--- config.mk ---
export PLATFORM = sky130hd
export DESIGN_NAME = asf_ctrl
export DESIGN_NICKNAME = d
export VERILOG_FILES = /design/src/logic/asf_pkg.sv /design/src/logic/asf_sync.sv /design/src/logic/asf_ctrl.sv
export SDC_FILE = /design/constraint.sdc
export NUM_CORES = 1
export LEC_CHECK = 0
export BUFFER_PORTS_ARGS = -buffer_cell sky130_fd_sc_hd__buf_2
export CAP_MARGIN = 5
export CORE_MARGIN = 5
export CORE_UTILIZATION = 40
export CTS_CLUSTER_SIZE = 24
export DETAILED_ROUTE_END_ITERATION = 12
export HOLD_SLACK_MARGIN = 0.08
export PLACE_DENSITY = 0.64
export SLEW_MARGIN = 20
export SYNTH_ARGS = -nofsm -noshare
export SYNTH_HDL_FRONTEND = slang
export SYNTH_SLANG_ARGS = --single-unit
--- constraint.sdc ---
create_clock -name clk_in -period 2.45 [get_ports clk_in]
set_input_delay 0.245 -clock clk_in [delete_from_list [all_inputs] [get_ports clk_in]]
set_output_delay 0.245 -clock clk_in [all_outputs]
set_load 0.01 [all_outputs]
--- src/logic/asf_pkg.sv ---
package asf_pkg;
   // Pin timing figures in ns, slowest speed grade
   localparam int CLK_PERIOD_NS = 40;
   localparam int PW_NS = 25;       // Strobe, reset and retransmit low width
   localparam int REC_NS = 10;      // Recovery after a strobe, reset or retransmit
   localparam int SETUP_HI_NS = 25; // Strobes high before reset release
   localparam int ACCESS_NS = 25;   // Read low to data valid
   localparam int FLAG_NS = 35;     // Worst flag settle time
   // Cycle counts: least times round up
   localparam int PW_CYC = (PW_NS + CLK_PERIOD_NS - 1) / CLK_PERIOD_NS;
   localparam int REC_CYC = (REC_NS + CLK_PERIOD_NS - 1) / CLK_PERIOD_NS;
   localparam int SETUP_HI_CYC = (SETUP_HI_NS + CLK_PERIOD_NS - 1) / CLK_PERIOD_NS;
   localparam int ACCESS_CYC = (ACCESS_NS + CLK_PERIOD_NS - 1) / CLK_PERIOD_NS;
   localparam int FLAG_CYC = (FLAG_NS + CLK_PERIOD_NS - 1) / CLK_PERIOD_NS;
   // Width of the phase counter
   localparam int CNT_W = 4;
   // Synchroniser depth
   localparam int SYNC_STAGES = 2;
   // Register map, byte addresses
   localparam logic [3:0] ADDR_CTRL = 4'h0;
   localparam logic [3:0] ADDR_STATUS = 4'h4;
   localparam logic [3:0] ADDR_WDATA = 4'h8;
   localparam logic [3:0] ADDR_RDATA = 4'hc;
   // Control register fields (reset and retransmit: write one to start)
   localparam int CTRL_RESET_BIT = 0;
   localparam int CTRL_RETX_BIT = 1;
   localparam int CTRL_DEPTH_BIT = 2; // Level: first_load_n driven low when set
   // Status register fields
   localparam int ST_BUSY_BIT = 0;
   localparam int ST_EMPTY_N_BIT = 1;
   localparam int ST_HALF_N_BIT = 2;
   localparam int ST_FULL_N_BIT = 3;
   localparam int ST_RVALID_BIT = 4;
   localparam int ST_DROP_BIT = 5;
   localparam int ST_INIT_BIT = 6;
   // Sequencer states
   typedef enum logic [2:0] {
      ASF_IDLE,
      ASF_RST_LOW,
      ASF_RST_REC,
      ASF_WR_LOW,
      ASF_RD_LOW,
      ASF_RT_LOW,
      ASF_RECOVER
   } asf_state_t;
endpackage : asf_pkg

--- src/logic/asf_sync.sv ---
`timescale 1ns/1ns
`default_nettype none
// Two flip-flop synchroniser per bit for the flag pins
module asf_sync #(
   parameter int WIDTH = 3,
   parameter logic [WIDTH-1:0] INIT = '1
) (
   // Clock and reset
   input wire logic clk_in,
   input wire logic rst_in,
   // Async levels in, synced levels out
   input wire logic [WIDTH-1:0] async_in,
   output logic [WIDTH-1:0] sync_out
);
   logic [WIDTH-1:0] meta_q;
   logic [WIDTH-1:0] meta_d;
   logic [WIDTH-1:0] sync_q;
   logic [WIDTH-1:0] sync_d;

   initial
   begin
      if (WIDTH < 1)
      begin
         $error("asf_sync: WIDTH must be at least one");
      end
   end

   // First stage feeds only the second
   always_comb
   begin
      meta_d = async_in;
      sync_d = meta_q;
   end

   // Reset to the flags' idle level
   always_ff @(posedge clk_in or posedge rst_in)
   begin
      if (rst_in)
      begin
         meta_q <= INIT;
         sync_q <= INIT;
      end
      else
      begin
         meta_q <= meta_d;
         sync_q <= sync_d;
      end
   end

   assign sync_out = sync_q;
endmodule : asf_sync
`default_nettype wire

--- src/logic/asf_ctrl.sv ---
// How it works
// - Master reset before any write or read
// - Strobes high around master reset release
// - Data held stable around write strobe rise while ADDR_WDATA is not written during the strobe
// - Strobes high during and after retransmit
// - Standalone: chain low, first-load high
// - Width chains share all control lines
// - Depth ring: first-load low starts loading
`timescale 1ns/1ns
`default_nettype none
module asf_ctrl #(
   parameter int DATA_W = 9
) (
   // Clock and reset
   input wire logic clk_in,
   input wire logic rst_in,
   // Software register port
   input wire logic [3:0] addr_in,
   input wire logic [31:0] wdata_in,
   input wire logic wr_in,
   input wire logic rd_in,
   output logic [31:0] rdata_out,
   // Buffer strobes and controls
   output logic write_n_out,
   output logic read_n_out,
   output logic master_reset_n_out,
   output logic retransmit_n_out,
   output logic first_load_n_out,
   output logic chain_in_n_out,
   // Buffer data pins
   output logic [DATA_W-1:0] wr_data_out,
   input wire logic [DATA_W-1:0] rd_data_in,
   // Buffer flag pins
   input wire logic empty_flag_n_in,
   input wire logic half_full_flag_n_in,
   input wire logic full_flag_n_in
);
   initial
   begin
      if (DATA_W < 9 || DATA_W > 27 || DATA_W % 9 != 0)
      begin
         $error("asf_ctrl: DATA_W must be 9, 18 or 27");
      end
   end

   // Flag pins come from another domain
   logic [2:0] flags_sync;
   logic empty_n;
   logic half_n;
   logic full_n;

   asf_sync #(
      .WIDTH(3),
      .INIT(3'h7)
   ) u_flag_sync (
      .clk_in(clk_in),
      .rst_in(rst_in),
      .async_in({full_flag_n_in, half_full_flag_n_in, empty_flag_n_in}),
      .sync_out(flags_sync)
   );

   assign empty_n = flags_sync[0];
   assign half_n = flags_sync[1];
   assign full_n = flags_sync[2];

   // Sequencer and pin state
   asf_pkg::asf_state_t state_q, state_d;
   logic [asf_pkg::CNT_W-1:0] cnt_q, cnt_d;
   logic init_q, init_d;
   logic drop_q, drop_d;
   logic rvalid_q, rvalid_d;
   logic depth_q, depth_d;
   logic wpend_q, wpend_d;
   logic rpend_q, rpend_d;
   logic rstpend_q, rstpend_d;
   logic rtpend_q, rtpend_d;
   logic [DATA_W-1:0] wdat_q, wdat_d;
   logic [DATA_W-1:0] rdat_q, rdat_d;
   logic [DATA_W-1:0] rcap_q, rcap_d;
   logic [DATA_W-1:0] rcap2_q, rcap2_d;
   logic write_n_q, write_n_d;
   logic read_n_q, read_n_d;
   logic mr_n_q, mr_n_d;
   logic rt_n_q, rt_n_d;
   logic [31:0] rdata_q, rdata_d;
   logic busy;

   assign busy = (state_q != asf_pkg::ASF_IDLE);

   // Phase counter sized for the longest wait
   localparam logic [asf_pkg::CNT_W-1:0] PW_C = asf_pkg::CNT_W'(asf_pkg::PW_CYC);
   localparam logic [asf_pkg::CNT_W-1:0] REC_C =
      asf_pkg::CNT_W'(asf_pkg::REC_CYC + asf_pkg::FLAG_CYC + asf_pkg::SYNC_STAGES);
   localparam logic [asf_pkg::CNT_W-1:0] SETUP_C = asf_pkg::CNT_W'(asf_pkg::SETUP_HI_CYC);
   localparam logic [asf_pkg::CNT_W-1:0] RD_C =
      asf_pkg::CNT_W'(asf_pkg::ACCESS_CYC + asf_pkg::SYNC_STAGES);

   // Sequencer next state
   always_comb
   begin
      state_d = state_q;
      cnt_d = cnt_q;
      init_d = init_q;
      drop_d = drop_q;
      rvalid_d = rvalid_q;
      depth_d = depth_q;
      wpend_d = wpend_q;
      rpend_d = rpend_q;
      rstpend_d = rstpend_q;
      rtpend_d = rtpend_q;
      wdat_d = wdat_q;
      rdat_d = rdat_q;
      rcap_d = rcap_q;
      rcap2_d = rcap2_q;
      write_n_d = write_n_q;
      read_n_d = read_n_q;
      mr_n_d = mr_n_q;
      rt_n_d = rt_n_q;
      rdata_d = 32'h0;
      // Register writes queue requests; a busy sequencer takes them later
      if (wr_in)
      begin
         unique case (addr_in)
            asf_pkg::ADDR_CTRL:
            begin
               if (wdata_in[asf_pkg::CTRL_RESET_BIT])
               begin
                  rstpend_d = 1'b1;
               end
               if (wdata_in[asf_pkg::CTRL_RETX_BIT] && !depth_q)
               begin
                  rtpend_d = 1'b1;
               end
               // Mode pin moves only apart from a reset start, so it is settled first
               if (!busy && !wdata_in[asf_pkg::CTRL_RESET_BIT])
               begin
                  depth_d = wdata_in[asf_pkg::CTRL_DEPTH_BIT];
               end
               drop_d = 1'b0;
            end
            asf_pkg::ADDR_WDATA:
            begin
               wdat_d = wdata_in[DATA_W-1:0];
               wpend_d = 1'b1;
            end
            asf_pkg::ADDR_RDATA:
            begin
               rpend_d = 1'b1;
            end
            default:
            begin
            end
         endcase
      end
      if (rd_in)
      begin
         unique case (addr_in)
            asf_pkg::ADDR_CTRL:
               rdata_d = {29'h0, depth_q, 2'h0};
            asf_pkg::ADDR_STATUS:
               rdata_d = {25'h0, init_q, drop_q, rvalid_q, full_n, half_n, empty_n, busy};
            asf_pkg::ADDR_RDATA:
            begin
               rdata_d = {{(32 - DATA_W){1'b0}}, rdat_q};
               rvalid_d = 1'b0;
            end
            default:
               rdata_d = 32'h0;
         endcase
      end
      unique case (state_q)
         asf_pkg::ASF_IDLE:
         begin
            cnt_d = '0;
            if (rstpend_q || rstpend_d)
            begin
               // Strobes are already high in idle for the setup time
               rstpend_d = 1'b0;
               mr_n_d = 1'b0;
               init_d = 1'b0;
               wpend_d = 1'b0;
               rpend_d = 1'b0;
               rtpend_d = 1'b0;
               state_d = asf_pkg::ASF_RST_LOW;
            end
            else if (!init_q)
            begin
               wpend_d = 1'b0;
               rpend_d = 1'b0;
               rtpend_d = 1'b0;
            end
            else if (rtpend_q)
            begin
               rtpend_d = 1'b0;
               rt_n_d = 1'b0;
               state_d = asf_pkg::ASF_RT_LOW;
            end
            else if (wpend_q)
            begin
               wpend_d = 1'b0;
               if (!full_n)
               begin
                  drop_d = 1'b1;
               end
               else
               begin
                  write_n_d = 1'b0;
                  state_d = asf_pkg::ASF_WR_LOW;
               end
            end
            else if (rpend_q)
            begin
               rpend_d = 1'b0;
               if (!empty_n)
               begin
                  drop_d = 1'b1;
               end
               else
               begin
                  read_n_d = 1'b0;
                  state_d = asf_pkg::ASF_RD_LOW;
               end
            end
         end
         asf_pkg::ASF_RST_LOW:
         begin
            cnt_d = cnt_q + 1'b1;
            if (cnt_q + 1'b1 >= PW_C)
            begin
               mr_n_d = 1'b1;
               cnt_d = '0;
               state_d = asf_pkg::ASF_RST_REC;
            end
         end
         asf_pkg::ASF_RST_REC:
         begin
            // Strobes stay high through recovery and flag settle
            cnt_d = cnt_q + 1'b1;
            if (cnt_q + 1'b1 >= REC_C)
            begin
               init_d = 1'b1;
               rvalid_d = 1'b0;
               cnt_d = '0;
               state_d = asf_pkg::ASF_IDLE;
            end
         end
         asf_pkg::ASF_WR_LOW:
         begin
            // Data held from before the fall until after the rise, unless ADDR_WDATA is written while busy
            cnt_d = cnt_q + 1'b1;
            if (cnt_q + 1'b1 >= PW_C)
            begin
               write_n_d = 1'b1;
               cnt_d = '0;
               state_d = asf_pkg::ASF_RECOVER;
            end
         end
         asf_pkg::ASF_RD_LOW:
         begin
            // Pulse held past access time, data sampled through two stages
            cnt_d = cnt_q + 1'b1;
            rcap_d = rd_data_in;
            rcap2_d = rcap_q;
            if (cnt_q + 1'b1 >= RD_C)
            begin
               rdat_d = rcap2_q;
               rvalid_d = 1'b1;
               read_n_d = 1'b1;
               cnt_d = '0;
               state_d = asf_pkg::ASF_RECOVER;
            end
         end
         asf_pkg::ASF_RT_LOW:
         begin
            cnt_d = cnt_q + 1'b1;
            if (cnt_q + 1'b1 >= PW_C)
            begin
               rt_n_d = 1'b1;
               cnt_d = '0;
               state_d = asf_pkg::ASF_RECOVER;
            end
         end
         asf_pkg::ASF_RECOVER:
         begin
            // Flags must settle and pass the synchroniser before reuse
            cnt_d = cnt_q + 1'b1;
            if (cnt_q + 1'b1 >= REC_C)
            begin
               cnt_d = '0;
               state_d = asf_pkg::ASF_IDLE;
            end
         end
         default:
         begin
            state_d = asf_pkg::ASF_IDLE;
         end
      endcase
   end

   // Sequencer registers
   always_ff @(posedge clk_in or posedge rst_in)
   begin
      if (rst_in)
      begin
         state_q <= asf_pkg::ASF_IDLE;
         cnt_q <= '0;
         init_q <= 1'b0;
         drop_q <= 1'b0;
         rvalid_q <= 1'b0;
         depth_q <= 1'b0;
         wpend_q <= 1'b0;
         rpend_q <= 1'b0;
         rstpend_q <= 1'b1;
         rtpend_q <= 1'b0;
         wdat_q <= '0;
         rdat_q <= '0;
         rcap_q <= '0;
         rcap2_q <= '0;
         write_n_q <= 1'b1;
         read_n_q <= 1'b1;
         mr_n_q <= 1'b1;
         rt_n_q <= 1'b1;
         rdata_q <= 32'h0;
      end
      else
      begin
         state_q <= state_d;
         cnt_q <= cnt_d;
         init_q <= init_d;
         drop_q <= drop_d;
         rvalid_q <= rvalid_d;
         depth_q <= depth_d;
         wpend_q <= wpend_d;
         rpend_q <= rpend_d;
         rstpend_q <= rstpend_d;
         rtpend_q <= rtpend_d;
         wdat_q <= wdat_d;
         rdat_q <= rdat_d;
         rcap_q <= rcap_d;
         rcap2_q <= rcap2_d;
         write_n_q <= write_n_d;
         read_n_q <= read_n_d;
         mr_n_q <= mr_n_d;
         rt_n_q <= rt_n_d;
         rdata_q <= rdata_d;
      end
   end

   // Pins straight from flops; chain input grounded for standalone
   assign write_n_out = write_n_q;
   assign read_n_out = read_n_q;
   assign master_reset_n_out = mr_n_q;
   assign retransmit_n_out = rt_n_q;
   assign first_load_n_out = ~depth_q;
   assign chain_in_n_out = 1'b0;
   assign wr_data_out = wdat_q;
   assign rdata_out = rdata_q;
endmodule : asf_ctrl
`default_nettype wire

# Yosys cells after proc, flatten, opt, wreduce, memory -nomap -nowiden
# Index checks and enable logic that the tools add are counted.
[word_totals] register_bits=93 latch_bits=0 mem_bits_rw=0 mem_bits_ro=0 inputBits=52 out_inout_bits=47 mem_count=0
[op_classes] addsub=1 mul=0 div=0 order_cmp=3 eq_ne=30 shift=0 muxes=83 bitwise=1 reduce_logical=27
[op_table] operator="2-to-1 mux 1 bit" count=59
[op_table] operator="2-to-1 mux 3 bit" count=11
[op_table] operator="case mux 9 bit (3 select lines)" count=1
[op_table] operator="inequality test 2 bit, second input constant" count=13
[op_table] operator="case mux 4 bit (4 select lines)" count=1
[op_table] operator="AND reduction 8 bit" count=2
[op_table] operator="case mux 3 bit (5 select lines)" count=1
[op_table] operator="2-to-1 mux 4 bit" count=3
[op_table] operator="case mux 1 bit (2 select lines)" count=6
[op_table] operator="inequality test 5 x 4 -> 1 bit, second input constant" count=2
[op_table] operator="nonzero test 2 bit" count=5
[op_table] operator="equality test 3 bit, second input constant" count=3
[op_table] operator="2-to-1 mux 9 bit" count=1
[op_table] operator="AND reduction 3 bit" count=3
[op_table] operator="equality test 4 bit, second input constant" count=2
[op_table] operator="inequality test 2 x 1 -> 1 bit, second input constant" count=4
[op_table] operator="AND reduction 7 bit" count=1
[op_table] operator="equality test 3 x 2 -> 1 bit, second input constant" count=2
[op_table] operator="inequality test 5 bit, second input constant" count=1
[op_table] operator="AND reduction 5 bit" count=1
[op_table] operator="adder 4 x 1 -> 4 bit, second input constant" count=1
[op_table] operator="equality test 4 x 3 -> 1 bit, second input constant" count=1
[op_table] operator=">= comparator 4 x 1 -> 1 bit, second input constant" count=1
[op_table] operator=">= comparator 4 x 2 -> 1 bit, second input constant" count=1
[op_table] operator="14 further kinds" count=19

# Longest topological paths before layout
[logic_depth] ltp_word=10 depth_mapped=6 depth_no_buf=6

# By module
# Synthesis repeated with hierarchy kept, for this count alone.
[unflattened] cells_unflattened=262 area_unflattened_um2=3206.8
[modules_own_cells] mod="asf_ctrl" n_inst=1 cells_each=255 area_each_um2=3045.4 seq_area_each_um2=1607.8
[modules_own_cells] mod="asf_sync" n_inst=1 cells_each=7 area_each_um2=161.4 seq_area_each_um2=157.7

# Least setup slack after synthesis
# No wires, ideal clock.
[synth_timing] path_type="register to register" start="reg cnt_q[0] in the netlist's numbering" end="reg rdat_q[0]" setup_time_ps=125 arrival_time_ps=1565 required_time_ps=2325 setup_slack_ps=760 path_stages_with_launch=7 path_buffers=1 synth_period_minus_slack_ps=1690 cell_sequence="dfrtp_1 ha_1 nor3_1 a41oi_2 o21ai_2 buf_6 mux2_4"
[synth_via] elab_chain_cells=3
[synth_lines] element="start: declaration" line="asf_ctrl.sv:68" source="logic [asf_pkg::CNT_W-1:0] cnt_q, cnt_d;"
[synth_lines] element="start signal: assignment" line="asf_ctrl.sv:328" source="cnt_q <= cnt_d;"
[synth_lines] element="adder 4 x 1 -> 4 bit" line="asf_ctrl.sv:264" source="if (cnt_q + 1'b1 >= RD_C)"
[synth_lines] element=">= comparator 4 x 2 -> 1 bit" line="asf_ctrl.sv:264"
[synth_lines] element="AND reduction 2 bit (no line)"
[synth_lines] element="end signal: assignment" line="asf_ctrl.sv:338" source="rdat_q <= rdat_d;"
[synth_lines] element="end: declaration" line="asf_ctrl.sv:78" source="logic [DATA_W-1:0] rdat_q, rdat_d;"
# No other way between the ends.
# A chain may end at the register's enable or synchronous reset.

# Worst setup path in the final report
[layout_timing] start="reg cnt_q[0] in the netlist's numbering" end="reg rdat_q[8]"
# Same word-level chain as after synthesis.

==> summary.md <==
| Metric | Value |
|---|---|
| Status | completed |
| Diodes inserted | 0 |
| CP Class | reg2reg |
| Area taken by multi-input logic gates | 1310 um^2 |
| Mean Syn Cell Area | between 10 and 15 um^2 |
| Num CTS Buffers | 9 |
| Initial Util | approximately two fifths |
| All-Layer GR Usage | 13.6% |
| Fin Clk Skew | roughly 0.0061 ns |
| Avg WL per Cell | approximately 14 um |
| Synth top cells by count | dfrtp_1, mux2_2, buf_4 |
| Main synth FF type | dfrtp_1 |
| First-pass DRT Iterations | 4 |
| Die Y | 100 um |
| Relative slew slack | 61.2% |
| Total gr overflow | 0 |
| Crit end category | flip-flop |
| CP Launch Type | flip-flop |
| Critical path cell sequence | ha_1 -> nor3_1 -> a41oi_2 -> o21ai_2 -> buf_4 -> mux2_2 |
| RePlAce Congestion | roughly 0.84 |
| Worst path top cell family by delay | flip-flops |
| Final count of negative-setup-slack endpoints | 0 |
| Fin nets | 383 |
| Slowest library cell on the worst path | dfrtp_1 |
| Worst-path maximum fanout | 11 |
| Data required time of the critical path | 2.68 ns |
| IO Port Bufs | a little over 50 |
| HP Start | rd_data_in[3] |
| Layout cell share with drive strength beyond 1 | a little under 40% |
| RSZ-0062 raised after global routing | no |
| Fill count | 757 |
| Final Slew Violations | 0 |
| Critical path's largest stage delay | 0.47 ns |
| Tcrit/Tclk final | 77.9% |
| Reg2reg end | rdat_q[8]$_DFFE_PP0P_ |
| Area Growth Syn to Fin | 17.2% |
| Die ar. | between 10000 and 15000 um^2 |
| Post-Syn Instances | 268 |
| Non-Filler Instances | around 440 |
| CTS Root Cell | clkbuf_8 |
| CTS HTree Levels | 3 |
| Initial antenna violation count | 0 |
| Final hold violations | 0 |
| Via density | 4.96 |
| FF+latch count, synth | 70 |
| Clock Pin Slew Worst Setup and Hold Paths | roughly 0.08 ns |
| First-pass GRT wire length | 10800 um |
| Final core utilization | 47.2% |
| Sequential-to-total area share from yosys stat | 54.1% |
| Final worst slack | between 0.5 and 0.6 ns |
| Worst reg2reg setup slack | 0.54 ns |
| CTS tree | done |
| R2r startpoint | cnt_q[0]$_DFFE_PP0P_ |
| DRC | 0 |
| Clk_lat worst skew | ~0.34 ns |
| Crit path buf inv count | 1 |
| Leading area contributor after synthesis | dfrtp_1 |
| Vias in the first global route | ~2300 |
| Post-DP HPWL | between 4000 and 5000 um |
| Fmax | 0.524 GHz |
| Post-CTS Resized | 0 |
| Top cell type's share of synthesized area | 45.3% |
| Post-synth EDFFs | 0 |
| Post-DRT Antenna Nets | 0 |
| FP Rows | 33 |
| DR iter-0 viols | 83 |
| Post CTS Setup Buffer Count | 0 |
| CTS Sinks | 70 |
| Via count | 2169 |
| VDD IR max | 618 uV |
| Hold EP | rcap_q[3]$_DFFE_PP0P_ |
| Post-CTS Hold Buffers | 4 |
| Worst Hold Depth | 2 |
| Hold WC Path Type | in2reg |
| Die W | 100 um |
| Crit path DAT | 2.14 ns |
| Setup_tns | 0 ns |
| Core area | about 8000 um^2 |
| Count of different cell masters after synthesis | 54 |
| FF+latch area | 1770 um^2 |
| Placement Setup Slack | 0.551 ns |
| Ports | 99 |
| Worst-case clock buffer depth | 2 |
| Post-layout minimum cycle time | 1.91 ns |
| Post-Place Cells | between 400 and 500 |
| Leak | 1.79 nW |
| Async S/R FF share, synth | 100% |
| Worst R2R Path Depth | 6 |
| Synth area leaders | dfrtp_1, mux2_2, dfstp_2, buf_4, mux2_4 |
| Most common cell in the netlist | dfrtp_1 |
| PwrDens | 1120 nW/um^2 |
| Wirelength, routed | 6310 um |
| Max Cap Viol | 0 |
| Largest net degree at the start of global routing | 45 |
| Worst-Margin Slew | just under 0.6 ns |
| Mapped Area | 3260 um^2 |
| Synth warnings | 0 |
-- state kept, by name, summed over array words and instances (netlist names), 3 cells and up --
name                  cells
u_flag_sync.sync_out      3
wr_data_out               9
u_flag_sync.meta_q        3
rcap_q                    9
rcap2_q                   9
state_q                   3
rdat_q                    9
rdata_out                 9
cnt_q                     4
-- area by class of cell --
type / count / share of cell area [%]
well taps: 105 / 3.44
flip-flops and latches: 70 / 46.2
clock inverters: 5 / 2.78
repair buffers: 58 / 8.64
clock buffers: 10 / 3.60
inverters: 12 / 1.18
multi-input cells: 177 / 34.2
-- worst max path at each step --
stage,cells after the start,to,start,slack [ns]
4_1_cts,6,rdat_q[8]$_DFFE_PP0P_,cnt_q[0]$_DFFE_PP0P_,0.53
3_3_place_gp,6,rdat_q[8]$_DFFE_PP0P_,cnt_q[0]$_DFFE_PP0P_,0.57
5_1_grt,6,rdat_q[8]$_DFFE_PP0P_,cnt_q[0]$_DFFE_PP0P_,0.41
3_5_place_dp,6,rdat_q[8]$_DFFE_PP0P_,cnt_q[0]$_DFFE_PP0P_,0.55
6_report,6,rdat_q[8]$_DFFE_PP0P_,cnt_q[0]$_DFFE_PP0P_,0.54
2_1_floorplan,1,cnt_q[0]$_DFFE_PP0P_,rst_in,0.45
-- layer usage --
| layer | GRT usage [%] | part of all wire (%) |
|---|---|---|
| met1 | 17.2 | 44 |
| met2 | 21.7 | 47 |
| met3 | 4.59 | 7.6 |
| met4 | 5.18 | 2.2 |
| met5 | 0 | 0 |
-- metrics by stage --
stage	cell area [um^2]	hold WS [ns]	power [mW]
finish	3820	0.131	4.28
global placement	3540	0.334	3.13
detailed placement	3540	0.344	3.17
floorplan	3350	0.249	2.88
global route	3820	0.116	4.58
CTS	3820	0.112	4.34
-- report_power, final --
group          total, mW  leakage, nW  switching (mW)  internal [mW]
Clock               1.13        0.119           0.433          0.702
Sequential          1.87        0.849           0.299           1.57
Combinational       1.28        0.825           0.596          0.686
Total               4.28         1.79            1.33           2.96
-- cells by family after synthesis --
group                      share of synthesized area, %
DFF                                                54.1
and+or+nand+nor                                    10.4
AOI/OAI and AO/OA                                  10.2
buffers and inverters                              8.44
muxes                                              15.5
adders and majority gates                          1.15
other                                             0.115
-- layout by cell type, fill, tap and decap left out, types with 3 or more instances in the layout --
cell           instances
nand3_1                3
dfstp_2               11
and2_1                 3
nor3_1                 6
dlygate4sd3_1          4
a41oi_1                4
clkbuf_8              10
buf_2                 51
mux2_2                29
mux2i_1                6
a21oi_1               11
ha_1                   3
o21ai_0                6
nor2_1                21
mux2_4                 8
inv_1                 11
dfrtp_1               59
a31oi_1                4
conb_1                24
nand2_1               11
bufinv_16              3
(Power assumes the default switching activity.)
